### src/rtl/efmt_pkg.sv
// Purpose: shared constants and types of the expansion port formatter
// Assumes: one line-locked clock, 525-line timing
// Notes:   registers are one 32-bit apb word each
`default_nettype none
package efmt_pkg;
  // line timing in bytes and lines
  localparam int unsigned EFMT_ACT_BYTES   = 1440;
  localparam int unsigned EFMT_BLANK_BYTES = 268;
  localparam int unsigned EFMT_CODE_BYTES  = 4;
  localparam int unsigned EFMT_LINES       = 525;
  localparam int unsigned EFMT_ADC_W       = 10;
  // vertical pattern of a 525-line frame
  localparam logic [9:0] EFMT_F2_END   = 10'h003;
  localparam logic [9:0] EFMT_F2_BEG   = 10'h10A;
  localparam logic [9:0] EFMT_V1_END   = 10'h013;
  localparam logic [9:0] EFMT_V2_BEG   = 10'h108;
  localparam logic [9:0] EFMT_V2_END   = 10'h11A;
  localparam logic [9:0] EFMT_LINE_RST = 10'h001;
  // register offsets
  localparam logic [7:0] EFMT_A_OUTFMT = 8'h00;
  localparam logic [7:0] EFMT_A_LTYPE  = 8'h04;
  localparam logic [7:0] EFMT_A_GAIN   = 8'h08;
  localparam logic [7:0] EFMT_A_OFFS   = 8'h0C;
  localparam logic [7:0] EFMT_A_GSTART = 8'h10;
  localparam logic [7:0] EFMT_A_GSTOP  = 8'h14;
  localparam logic [7:0] EFMT_A_CFG    = 8'h18;
  localparam logic [7:0] EFMT_A_STAT   = 8'h1C;
  // reset values
  localparam logic [7:0] EFMT_GAIN_RST = 8'h80;
  localparam logic [7:0] EFMT_OFFS_RST = 8'h80;
  localparam logic [9:0] EFMT_GSTART_RST = 10'h014;
  localparam logic [9:0] EFMT_GSTOP_RST  = 10'h105;
  localparam logic [7:0] EFMT_LTYPE_RST = 8'hF0;
  // output format select codes
  localparam logic [2:0] EFMT_OF_NOCODE = 3'h2;
  localparam logic [2:0] EFMT_OF_GATE   = 3'h1;
  // data types and fixed bytes
  localparam logic [3:0] EFMT_DT_TEST = 4'h6;
  localparam logic [3:0] EFMT_DT_ACT  = 4'hF;
  localparam logic [7:0] EFMT_BLK_LO  = 8'h80;
  localparam logic [7:0] EFMT_BLK_HI  = 8'h10;
  localparam logic [7:0] EFMT_PRE_FF  = 8'hFF;
  localparam logic [7:0] EFMT_PRE_00  = 8'h00;

  typedef enum logic [1:0] {
    ST_EAV   = 2'b00,
    ST_BLANK = 2'b01,
    ST_SAV   = 2'b11,
    ST_ACT   = 2'b10
  } efmt_state_e;

  typedef struct packed {
    logic       psel;
    logic       penable;
    logic       pwrite;
    logic [7:0] paddr;
    logic [31:0] pwdata;
  } efmt_apb_req_s;

  typedef struct packed {
    logic [31:0] prdata;
    logic        pready;
    logic        pslverr;
  } efmt_apb_rsp_s;

  typedef struct packed {
    logic [7:0] lumaProc;
    logic [7:0] lumaBypass;
    logic [7:0] chroma;
    logic [7:0] cvbs;
    logic [EFMT_ADC_W-1:0] adcA;
    logic [EFMT_ADC_W-1:0] adcB;
  } efmt_video_s;

  typedef struct packed {
    logic f;
    logic v;
  } efmt_fv_s;

  // raw sample types: 0 to 5 and 7 to 14
  function automatic logic efmt_is_raw(input logic [3:0] t);
    return (t != EFMT_DT_TEST) && (t != EFMT_DT_ACT);
  endfunction
endpackage
`default_nettype wire

### src/rtl/efmt_raw_scale.sv
// Purpose: gain and offset for composite samples in raw mode
// Assumes: gain 80h is unity, offset 80h is no shift
// Notes:   result clamped to 01h..FEh to keep clear of sync codes
`default_nettype none
module efmt_raw_scale
  import efmt_pkg::*;
(
  input  wire logic [7:0] cvbs,
  input  wire logic [7:0] gain,
  input  wire logic [7:0] offset,
  output logic      [7:0] scaled
);
  logic [15:0] prod;
  logic [9:0]  sum;

  always_comb
  begin
    prod = cvbs * gain;
    sum  = {2'b00, prod[14:7]} + {2'b00, offset} - 10'h080;
    if (prod[15])
      sum = {2'b00, offset} + 10'h07F;
    if (sum[9])
      scaled = 8'h01;
    else if (sum[8] || (sum[7:0] == 8'hFF))
      scaled = 8'hFE;
    else if (sum[7:0] == 8'h00)
      scaled = 8'h01;
    else
      scaled = sum[7:0];
  end
endmodule // efmt_raw_scale
`default_nettype wire

### src/rtl/efmt_vflags.sv
// Purpose: field and vertical blanking flags for a line number
// Assumes: lines numbered 1 to 525
// Notes:   field flag never depends on the gate mode
`default_nettype none
module efmt_vflags
  import efmt_pkg::*;
(
  input  wire logic [9:0] lineNo,
  input  wire logic [2:0] outFmt,
  input  wire logic [9:0] gateStart,
  input  wire logic [9:0] gateStop,
  output efmt_fv_s        fv
);
  logic inGate;

  always_comb
  begin
    inGate = (lineNo >= gateStart) && (lineNo <= gateStop);
    fv.f = (lineNo <= EFMT_F2_END) || (lineNo >= EFMT_F2_BEG);
    if (outFmt == EFMT_OF_GATE)
      fv.v = !inGate;
    else
      fv.v = (lineNo <= EFMT_V1_END) ||
             ((lineNo >= EFMT_V2_BEG) && (lineNo <= EFMT_V2_END));
  end
endmodule // efmt_vflags
`default_nettype wire

### src/rtl/efmt_formatter.sv
// Purpose: byte-serial video output formatter of the expansion port
// Assumes: mclk is the line-locked pixel clock, inputs on mclk
// Notes:   apb slave with zero wait states
//
// Behaviour
// - test-line type takes luma that bypassed comb, peaking and trap
// - raw types put composite samples in Y slots, chroma as test-line
// - composite samples scaled by 8-bit gain and shifted by 8-bit offset
// - top format bit set ignores line types, enters ADC test output
// - test output sends upper or lower 8 ADC bits per format bit 0
// - luma/chroma input multiplexes both ADCs, composite sends only one
// - test output carries no timing reference codes
// - blanking between EAV and SAV repeats 80h then 10h
// - field and vertical bits change only at an EAV code
// - format 010 replaces timing codes with 80h/10h blanking
// - raw or sliced line types send composite instead of luma
// - code bit 7 is one, bit 6 is the field flag
// - code bit 5 is one in vertical blanking, zero in active lines
// - code bit 4 is zero for SAV, one for EAV
// - low four code bits are protection bits, receiver ignores them
// - field bit follows the fixed line pattern in every mode
// - 525 lines: fixed field and standard vertical line patterns
// - format 001 takes vertical bit from the gate start/stop window
// - in test output the LSB of the converter being sent also drives aux status pin
`default_nettype none
module efmt_formatter
  import efmt_pkg::*;
#(
  parameter int unsigned ACT_BYTES   = EFMT_ACT_BYTES,
  parameter int unsigned BLANK_BYTES = EFMT_BLANK_BYTES,
  parameter int unsigned LINES       = EFMT_LINES
)
(
  input  wire logic          mclk,
  input  wire logic          srst,
  input  wire efmt_apb_req_s apbReq,
  output efmt_apb_rsp_s      apbRsp,
  input  wire efmt_video_s   video,
  output logic [7:0]         videoOutputByteBus,
  output logic               auxRealtimeStatusPin
);
  localparam logic [10:0] ACT_LAST   = 11'(ACT_BYTES - 1);
  localparam logic [10:0] BLANK_LAST = 11'(BLANK_BYTES - 1);
  localparam logic [10:0] CODE_LAST  = 11'(EFMT_CODE_BYTES - 1);
  localparam logic [9:0]  LINE_LAST  = 10'(LINES);

  typedef struct packed {
    logic [2:0] outFmt;
    logic [7:0] lineType;
    logic [7:0] gain;
    logic [7:0] offset;
    logic [9:0] gateStart;
    logic [9:0] gateStop;
    logic       lumaChroma;
  } efmt_regs_s;

  typedef struct packed {
    efmt_regs_s  regs;
    efmt_state_e st;
    logic [10:0] cnt;
    logic [9:0]  lineNo;
    efmt_fv_s    fv;
    logic [7:0]  vob;
    logic        aux;
    logic        adcPh;
    logic [31:0] prdata;
  } efmt_q_s;

  localparam efmt_q_s Q_RST = '{
    regs: '{outFmt: 3'h0, lineType: EFMT_LTYPE_RST,
            gain: EFMT_GAIN_RST, offset: EFMT_OFFS_RST,
            gateStart: EFMT_GSTART_RST, gateStop: EFMT_GSTOP_RST,
            lumaChroma: 1'b0},
    st: ST_EAV, cnt: 11'h000, lineNo: EFMT_LINE_RST,
    fv: '{f: 1'b1, v: 1'b1}, vob: EFMT_BLK_LO, aux: 1'b0,
    adcPh: 1'b0, prdata: 32'h0000_0000};

  efmt_q_s q;
  efmt_q_s next_q;

  logic [9:0]  nextLine;
  efmt_fv_s    nextFv;
  logic [7:0]  rawY;
  logic        addrHit;
  logic        wrEn;
  logic        testMode;
  logic        codesOn;
  logic [3:0]  curType;
  logic [7:0]  yByte;
  logic [7:0]  codeByte;
  logic [7:0]  fillByte;
  logic [EFMT_ADC_W-1:0] adcWord;
  logic [7:0]  adcByte;

  efmt_vflags u_vflags (
    .lineNo    (nextLine),
    .outFmt    (q.regs.outFmt),
    .gateStart (q.regs.gateStart),
    .gateStop  (q.regs.gateStop),
    .fv        (nextFv)
  );

  efmt_raw_scale u_raw (
    .cvbs   (video.cvbs),
    .gain   (q.regs.gain),
    .offset (q.regs.offset),
    .scaled (rawY)
  );

  function automatic logic efmt_hit(input logic [7:0] a);
    return (a[1:0] == 2'b00) && (a <= EFMT_A_STAT);
  endfunction

  always_comb
  begin
    addrHit  = efmt_hit(apbReq.paddr);
    wrEn     = apbReq.psel && apbReq.penable && apbReq.pwrite && addrHit;
    nextLine = (q.lineNo == LINE_LAST) ? EFMT_LINE_RST :
               q.lineNo + 10'h001;
    testMode = q.regs.outFmt[2];
    codesOn  = !testMode && (q.regs.outFmt != EFMT_OF_NOCODE);
    curType  = q.fv.v ? q.regs.lineType[3:0] : q.regs.lineType[7:4];
    if (efmt_is_raw(curType))
      yByte = rawY;
    else if (curType == EFMT_DT_TEST)
      yByte = video.lumaBypass;
    else
      yByte = video.lumaProc;
    codeByte = {1'b1, q.fv.f, q.fv.v, q.st == ST_EAV,
                q.fv.v ^ (q.st == ST_EAV),
                q.fv.f ^ (q.st == ST_EAV),
                q.fv.f ^ q.fv.v,
                q.fv.f ^ q.fv.v ^ (q.st == ST_EAV)};
    fillByte = q.cnt[0] ? EFMT_BLK_HI : EFMT_BLK_LO;
    adcWord  = q.adcPh ? video.adcB : video.adcA;
    adcByte  = q.regs.outFmt[0] ? adcWord[7:0] :
               adcWord[EFMT_ADC_W-1:EFMT_ADC_W-8];
  end

  always_comb
  begin
    next_q = q;
    // register writes
    if (wrEn)
    begin
      unique case (apbReq.paddr)
        EFMT_A_OUTFMT: next_q.regs.outFmt     = apbReq.pwdata[2:0];
        EFMT_A_LTYPE:  next_q.regs.lineType   = apbReq.pwdata[7:0];
        EFMT_A_GAIN:   next_q.regs.gain       = apbReq.pwdata[7:0];
        EFMT_A_OFFS:   next_q.regs.offset     = apbReq.pwdata[7:0];
        EFMT_A_GSTART: next_q.regs.gateStart  = apbReq.pwdata[9:0];
        EFMT_A_GSTOP:  next_q.regs.gateStop   = apbReq.pwdata[9:0];
        EFMT_A_CFG:    next_q.regs.lumaChroma = apbReq.pwdata[0];
        default:       next_q.regs = q.regs;
      endcase
    end
    // read data captured in the setup phase
    if (apbReq.psel && !apbReq.penable)
    begin
      unique case (apbReq.paddr)
        EFMT_A_OUTFMT: next_q.prdata = {29'h0, q.regs.outFmt};
        EFMT_A_LTYPE:  next_q.prdata = {24'h0, q.regs.lineType};
        EFMT_A_GAIN:   next_q.prdata = {24'h0, q.regs.gain};
        EFMT_A_OFFS:   next_q.prdata = {24'h0, q.regs.offset};
        EFMT_A_GSTART: next_q.prdata = {22'h0, q.regs.gateStart};
        EFMT_A_GSTOP:  next_q.prdata = {22'h0, q.regs.gateStop};
        EFMT_A_CFG:    next_q.prdata = {31'h0, q.regs.lumaChroma};
        EFMT_A_STAT:   next_q.prdata = {16'h0, q.st, q.fv.f, q.fv.v,
                                        2'b00, q.lineNo};
        default:       next_q.prdata = 32'h0000_0000;
      endcase
    end
    // line sequencer
    next_q.cnt = q.cnt + 11'h001;
    unique case (q.st)
      ST_EAV:
        if (q.cnt == CODE_LAST)
        begin
          next_q.st  = ST_BLANK;
          next_q.cnt = 11'h000;
        end
      ST_BLANK:
        if (q.cnt == BLANK_LAST)
        begin
          next_q.st  = ST_SAV;
          next_q.cnt = 11'h000;
        end
      ST_SAV:
        if (q.cnt == CODE_LAST)
        begin
          next_q.st  = ST_ACT;
          next_q.cnt = 11'h000;
        end
      ST_ACT:
        if (q.cnt == ACT_LAST)
        begin
          next_q.st     = ST_EAV;
          next_q.cnt    = 11'h000;
          next_q.lineNo = nextLine;
          next_q.fv     = nextFv;
        end
    endcase
    // output byte
    next_q.adcPh = testMode && q.regs.lumaChroma && !q.adcPh;
    next_q.aux   = testMode && adcWord[0];
    if (testMode)
      next_q.vob = adcByte;
    else
    begin
      unique case (q.st)
        ST_EAV, ST_SAV:
          if (!codesOn)
            next_q.vob = fillByte;
          else if (q.cnt == 11'h000)
            next_q.vob = EFMT_PRE_FF;
          else if (q.cnt == CODE_LAST)
            next_q.vob = codeByte;
          else
            next_q.vob = EFMT_PRE_00;
        ST_BLANK:
          next_q.vob = fillByte;
        ST_ACT:
          if (q.cnt[0])
            next_q.vob = yByte;
          else
            next_q.vob = video.chroma;
      endcase
    end
  end

  always_ff @(posedge mclk)
  begin
    if (srst)
      q <= Q_RST;
    else
      q <= next_q;
  end

  always_comb
  begin
    apbRsp.prdata  = q.prdata;
    apbRsp.pready  = 1'b1;
    apbRsp.pslverr = apbReq.psel && apbReq.penable && !addrHit;
  end

  assign videoOutputByteBus   = q.vob;
  assign auxRealtimeStatusPin = q.aux;

  logic eavStart;
  logic codeSlot;
  logic lineEnd;
  assign lineEnd  = (q.st == ST_ACT) && (q.cnt == ACT_LAST);
  assign eavStart = (q.st == ST_EAV) && (q.cnt == 11'h000);
  assign codeSlot = ((q.st == ST_EAV) || (q.st == ST_SAV)) &&
                    (q.cnt == CODE_LAST);
endmodule // efmt_formatter
`default_nettype wire

### config.mk
export PLATFORM = sky130hd
export DESIGN_NAME = efmt_formatter
export DESIGN_NICKNAME = d
export VERILOG_FILES = /design/src/rtl/efmt_pkg.sv /design/src/rtl/efmt_raw_scale.sv /design/src/rtl/efmt_vflags.sv /design/src/rtl/efmt_formatter.sv
export SDC_FILE = /design/constraint.sdc
export NUM_CORES = 1
export LEC_CHECK = 0
export CAP_MARGIN = 40
export CORE_ASPECT_RATIO = 0.9
export CORE_MARGIN = 1
export CORE_UTILIZATION = 55
export CTS_BUF_LIST = sky130_fd_sc_hd__clkbuf_2 sky130_fd_sc_hd__clkbuf_4 sky130_fd_sc_hd__clkbuf_8
export DETAILED_ROUTE_END_ITERATION = 8
export DONT_BUFFER_PORTS = 1
export PLACE_DENSITY = 0.71
export SKIP_CTS_REPAIR_TIMING = 1
export SYNTH_ARGS = -nofsm -noshare
export SYNTH_HDL_FRONTEND = slang
export SYNTH_SLANG_ARGS = --single-unit
### constraint.sdc
create_clock -name mclk -period 8 [get_ports mclk]
set_input_delay 0.4 -clock mclk [delete_from_list [all_inputs] [get_ports mclk]]
set_output_delay 0.4 -clock mclk [all_outputs]
set_load 0.1 [all_outputs]
Word level (Yosys, flattened, before mapping)
Cells that the tools add are included. W data, S select, Z words.

Register bits after elaboration: 115. Latch bits: 0. Bits in writable memories: 0. Memory bits (read-only): 0. Input port bits: 97. Logic and storage cells: 118. Memories kept: 0.

Add/sub/neg operators: 5. $mul: 1. Div/mod/pow operators: 0. $lt $le $gt $ge: 8. Eq/ne operators: 24. Shift-type cells: 0. Multiplexer cells: 24. Bitwise gates (word level): 4. Reduce and logical (&&, ||, !) cells: 36.

Operator list (number): $pmux W16 S8 (1); $mux W8 (12); $pmux W13 S4 (1); $mux W13 (3); $eq A8 B5 Y1 const B (4); $mux W10 (3); $mux W25 (1); $pmux W8 S3 (1); $ge A10 B9 Y1 const B (2); $eq A8 B4 Y1 const B (2); $logic_not A8 Y1 (2); $mul A8 B8 Y16 (1); $reduce_and A2 Y1 (8); $logic_and A1 B1 Y1 (13); $add A11 B1 Y11 const B (1); $eq A11 B11 Y1 const B (1); $eq A11 B2 Y1 const B (1); $eq A11 B9 Y1 const B (1); $logic_not A11 Y1 (1); $add A10 B1 Y10 const B (1); $eq A10 B10 Y1 const B (1); $ge A10 B10 Y1 (1); $le A10 B10 Y1 (1); $le A10 B2 Y1 const B (1); 25 further kinds (38).

Longest topological paths before layout
Word-level depth: 12. Gate-level depth with buffers: 28.

Modules after synthesis
A second synthesis with hierarchy kept.

Cell total of the unflattened synthesis: 1076. Area, all modules: 8944.8 sq um.

Modules (own cells, without submodules): efmt_formatter (instances 1, cells each 669, area each 5556.6 sq um); efmt_raw_scale (instances 1, cells each 323, area each 2790.2 sq um); efmt_vflags (instances 1, cells each 84, area each 598.1 sq um).

Worst setup path after synthesis
OpenSTA, ideal clock, no wires.

Path kind: in2reg. From: in video[21] (netlist name). To: reg q, in the netlist videoOutputByteBus[4]. Library setup time: 125 ps. Data arrival time: 6083 ps. Required time: 7875 ps. Slack: 1791 ps. Cell stages on the path: 23. Path buffers: 0. Path through: and2_1 fa_1 fa_1 inv_1 fa_1 inv_1 fa_1 ha_1 a211o_1 o2111a_2 o21a_1 o21a_2 o21a_1 or4b_1 o2111ai_1 ha_1 xor2_1 inv_1 ha_1 a21oi_1 and3_2 o31ai_1 a31oi_1.

Word-level cells in the longest chain between the ends: 12. Elaborated cells between the ends (all ways): 14. Those cells by class: add/sub: 2; mul: 1; eq/ne: 1; mux: 8; reduce/logical: 2.

RTL lines: start: declaration (RTL line efmt_formatter.sv:38) `input wire efmt_video_s video,`; $mul A8 B8 Y16 (*) (RTL line efmt_raw_scale.sv:18) `prod = cvbs * gain;`; $add A8 B8 Y9 (RTL line efmt_raw_scale.sv:19) `sum = {2'b00, prod[14:7]} + {2'b00, offset} - 10'h080;`; $sub A10 B8 Y10 (RTL line efmt_raw_scale.sv:19); $mux W10 (*) (RTL line efmt_raw_scale.sv:20) `if (prod[15])`; $logic_not A8 Y1 / $eq A8 B8 Y1 (equally long branches) (RTL line efmt_raw_scale.sv:26, efmt_raw_scale.sv:24); $mux W8 / $logic_or A1 B1 Y1 (equally long branches) (RTL line efmt_raw_scale.sv:26, efmt_raw_scale.sv:24); $mux W8 (RTL line efmt_raw_scale.sv:24) `else if (sum[8] || (sum[7:0] == 8'hFF))`; $mux W8 (*) (RTL line efmt_raw_scale.sv:22) `if (sum[9])`; $mux W8 (*) (RTL line efmt_formatter.sv:123) `if (efmt_is_raw(curType))`; $mux W8 (*) (RTL line efmt_formatter.sv:223) `if (q.cnt[0])`; $pmux W8 S3 (*) (RTL line efmt_formatter.sv:210) `unique case (q.st)`; $mux W8 (*) (RTL line efmt_formatter.sv:206) `if (testMode)`; end signal: assignment (RTL line efmt_formatter.sv:236) `q <= next_q;`; end: declaration (RTL line efmt_formatter.sv:78) `efmt_q_s q;`.

Every way passes the cells marked *; elsewhere a longest branch is shown, timed or not. A chain may end at the register's enable or synchronous reset.

Worst setup path in the final report
From: reg q[103] (netlist name). To: reg q, in the netlist videoOutputByteBus[5].

Word-level cells in the longest chain between the ends: 12. Elaborated cells between the ends (all ways): 14. Those cells by class: add/sub: 2; mul: 1; eq/ne: 1; mux: 8; reduce/logical: 2.

RTL lines (RTL line): $mul A8 B8 Y16 (*) (efmt_raw_scale.sv:18); $add A8 B8 Y9 (efmt_raw_scale.sv:19); $sub A10 B8 Y10 (efmt_raw_scale.sv:19); $mux W10 (*) (efmt_raw_scale.sv:20); $logic_not A8 Y1 / $eq A8 B8 Y1 (equally long branches) (efmt_raw_scale.sv:26, efmt_raw_scale.sv:24); $mux W8 / $logic_or A1 B1 Y1 (equally long branches) (efmt_raw_scale.sv:26, efmt_raw_scale.sv:24); $mux W8 (efmt_raw_scale.sv:24); $mux W8 (*) (efmt_raw_scale.sv:22); $mux W8 (*) (efmt_formatter.sv:123); $mux W8 (*) (efmt_formatter.sv:223); $pmux W8 S3 (*) (efmt_formatter.sv:210); $mux W8 (*) (efmt_formatter.sv:206).

Marked as above.

==> impl_metrics.yaml <==
status:
  status: "complete, no violations"
detailed_routing:
  ant_nets: 0
  drtIter0Drc: 766
  avgRoutedWirePerCell_microns: 17.46
  num_vias: 7503
  postRouteWirelength_mm: 21.81
  drcViolationCount: 0
  first_pass_iters: 5
  viasPerCell: 6.007
pwr:
  power_frac_seq: 0.435
  p_comb_frac: 0.279
  pwr_density_cell_nw_per_um2: 131.1
  vdd_ir_drop_max_v: 0.0001459
  power_switching_uw: 431.1
  switching_share: 0.3610
  p_leak_uw: 0.003904
  intPower_uw: 763.2
  clkPwrFrac: 0.287
layout:
  final_area_sq_um: 9107
  final_core_util: 0.6081
  num_antenna_cells: 0
  n_fill_cell: 1382
  seq_area_sq_um: 1942
  nets: 1250
  multi_input_area_sq_um: 5942
  area_growth_pct: 5.938
  layout-drive-gt1-share: 0.07326
global_route:
  grt_usage: 0.2810
  grt_first_pass_wirelength_mm: 36.00
  grt_pass1_vias: 6963
  overflow: 0
  antenna_found_initial: 0
  grt_max_degree: 68
worst_setup_path:
  critPathKind: "flip-flop to flip-flop"
  path_cells: "nand2_1 -> fa_1 -> fa_1 -> inv_1 -> fa_1 -> fa_1 -> ha_1 -> a21oi_1 -> nand2_1 -> o2111a_2 -> o21a_1 -> o21a_2 -> o21a_1 -> or4b_1 -> o2111ai_1 -> ha_1 -> xor2_1 -> inv_1 -> ha_1 -> nand2_1 -> nand2_1 -> o21ai_0 -> a211oi_1 -> nor3_1"
  cp.arrival_ns: 7.06
  critPathTopFamily: "adder cells"
  endpoint_kind: "flip-flop"
  cp-start-kind: "flip-flop"
  critPathMaxFanout: 10
  max_stage_delay_ns: 0.59
  slowest_stage: "dfxtp_1"
  required_ns: 8.24
  critPathBufInv: 2
timing:
  rsz0062_at_grt: "false"
  setup_viol: 0
  finClkSkew_ns: 0.02081
  post-route-min-period_ns: 6.816
  slew_violations: 0
  relSlewSlack: 0.3290
  fmax_ghz: 0.1467
  max_slew.worst_pin.slew_ns: 1.006
  finalSetupTns_ns: 0
  hold_viol_final: 0
  period_share: 0.8519
clock_tree:
  clk_pin_slew_ns: 0.11
  cts_buffer_depth: 2
  numCtsBuffers: 9
  root_buffer: "clkbuf_8"
  h-tree-depth: 3
  clk_latency_ns: 0.38
  cts_tree: "done"
  clock_sinks: 97
place:
  hpwl_mm: 16.71
  place_area_sq_um: 8901
  io_buffers: 0
  gp_congestion: 0.9064
floorplanning:
  die_y_microns: 120.6
  io-pin-count: 140
  rows: 42
  core_area_sq_um: 14980
  start_util: 0.5740
  die-area_sq_um: 16140
  die_w_microns: 133.8
yosys:
  synth_seq_cells: 97
  syn_area_sq_um: 8597
  synth_seq_area_share: 0.2259
  yosysWarnings: 0
  yosys_most_used_dff: "dfxtp_1"
  synth_area_per_cell_sq_um: 8.005
  synthCells: 1074
  synth-edff-count: 0
  synthArstFlopShare: 0
  ys_types: 80
min_path:
  worstHoldPathType: "input pin to flip-flop"
run:
  cap_violations: 0
state kept, by name, summed over array words and instances, names as in the netlist:
| signal | cells |
|---|---|
| auxRealtimeStatusPin | 1 |
| apbRsp | 14 |
| videoOutputByteBus | 8 |
| q | 72 |
| codeByte | 2 |
cell families (layout without fill, tap and decap cells):
family,count (synthesis),after routing,share of synthesized area
buffers and inverters,166,126,0.09213
AND/OR/NAND/NOR,393,393,0.2260
multiplexers,39,39,0.04745
AO/OA/AOI/OAI,230,230,0.1797
XOR/XNOR,40,40,0.04075
other,2,19,0.0008736
adder cells (fa/ha/maj),107,107,0.1872
flip-flops,97,97,0.2259
layer usage:
metal / GRT usage / up-vias / part of all wire
li1: - / 3624 / -
met1: 0.4074 / 3573 / 0.47
met2: 0.4336 / 281 / 0.45
met3: 0.05325 / 25 / 0.069
met4: 0.05185 / 0 / 0.011
met5: 0 / - / 0
power groups by stage:
| stage | logic [uW] | clock network, uW | registers, uW |
|---|---|---|---|
| 6_report | 333 | 342 | 519 |
| 5_1_grt | 352 | 374 | 522 |
| 4_1_cts | 331 | 348 | 519 |
| 3_5_place_dp | 330 | 0 | 530 |
| 3_3_place_gp | 177 | 0 | 626 |
| 2_1_floorplan | 288 | 0 | 517 |
cell usage after synthesis (5+ instances only):
library cell	count	area (sq um)
a211oi_1	15	112.6
a21o_1	5	37.54
a21oi_1	70	350.3
a221oi_1	6	52.55
a222oi_1	8	80.08
a22oi_1	6	45.04
a31oi_1	6	37.54
and2_1	53	331.6
and2_2	6	45.04
and3_1	9	56.30
buf_2	6	30.03
buf_4	41	307.8
clkbuf_1	38	142.6
dfxtp_1	97	1942
fa_1	36	720.7
ha_1	71	888.4
inv_1	78	292.8
mux2i_1	34	340.3
nand2_1	129	484.2
nand2b_1	9	56.30
nand3_1	24	120.1
nor2_1	87	326.6
nor2b_1	7	43.79
nor3_1	23	115.1
nor4_1	7	43.79
o2111ai_1	5	43.79
o211ai_1	10	75.07
o21a_1	7	52.55
o21ai_0	36	180.2
o21ai_1	5	25.02
o22ai_1	8	50.05
o31ai_1	6	45.04
or3_1	9	56.30
xnor2_1	18	157.7
xor2_1	22	192.7
worst paths after layout:
kind / start / end / slack [ns] / cells past startpoint
worst min-delay path: srst / videoOutputByteBus[1] / 0.08 / 1
worst max-delay path: q[103] / videoOutputByteBus[5] / 1.18 / 24
worst max register to register: q[103] / videoOutputByteBus[5] / 1.18 / 24
worst min register to register: apbRsp[15] / apbRsp[15] / 0.48 / 2
metrics by stage:
stage / power [uW] / hold WS (ns) / worst slack, ns / cells
floorplan: 804.7 / 0.4323 / 1.791 / 1091
global placement: 803.0 / 0.4552 / 1.361 / 1207
detailed placement: 860.2 / 0.4634 / 1.271 / 1233
CTS: 1199 / 0.07955 / 1.223 / 1249
global route: 1247 / 0.07341 / 0.7787 / 1249
finish: 1194 / 0.08131 / 1.184 / 1249
layout by cell type, fill, tap and decap left out, types with 5 or more instances in the layout:
master	n
o21ai_1	5
buf_16	5
a21o_1	5
inv_1	78
ha_1	71
o21ai_0	36
xor2_1	22
a22oi_1	6
nor2_1	86
o22ai_1	8
o2111ai_1	5
nor4_1	7
and2_2	6
and2_1	53
a222oi_1	8
a221oi_1	6
xnor2_1	18
nor3_1	23
o21a_1	7
nand3_1	24
and3_1	9
nor2b_1	7
dfxtp_1	97
or3_1	9
clkbuf_8	10
fa_1	36
buf_4	6
o211ai_1	10
conb_1	19
a31oi_1	6
nand2_1	129
a211oi_1	15
buf_8	19
a21oi_1	70
o31ai_1	6
mux2i_1	34
nand2b_1	9
cell type report:
| type | instances | area share |
|---|---|---|
| multi-input cells | 828 | 0.6524 |
| flip-flops and latches | 97 | 0.2132 |
| repair buffers | 31 | 0.05193 |
| inverters | 79 | 0.03256 |
| well taps | 198 | 0.02720 |
| clock buffers | 11 | 0.01594 |
| clock inverters | 5 | 0.006732 |
No activity file was read; power rests on OpenSTA's default activity.
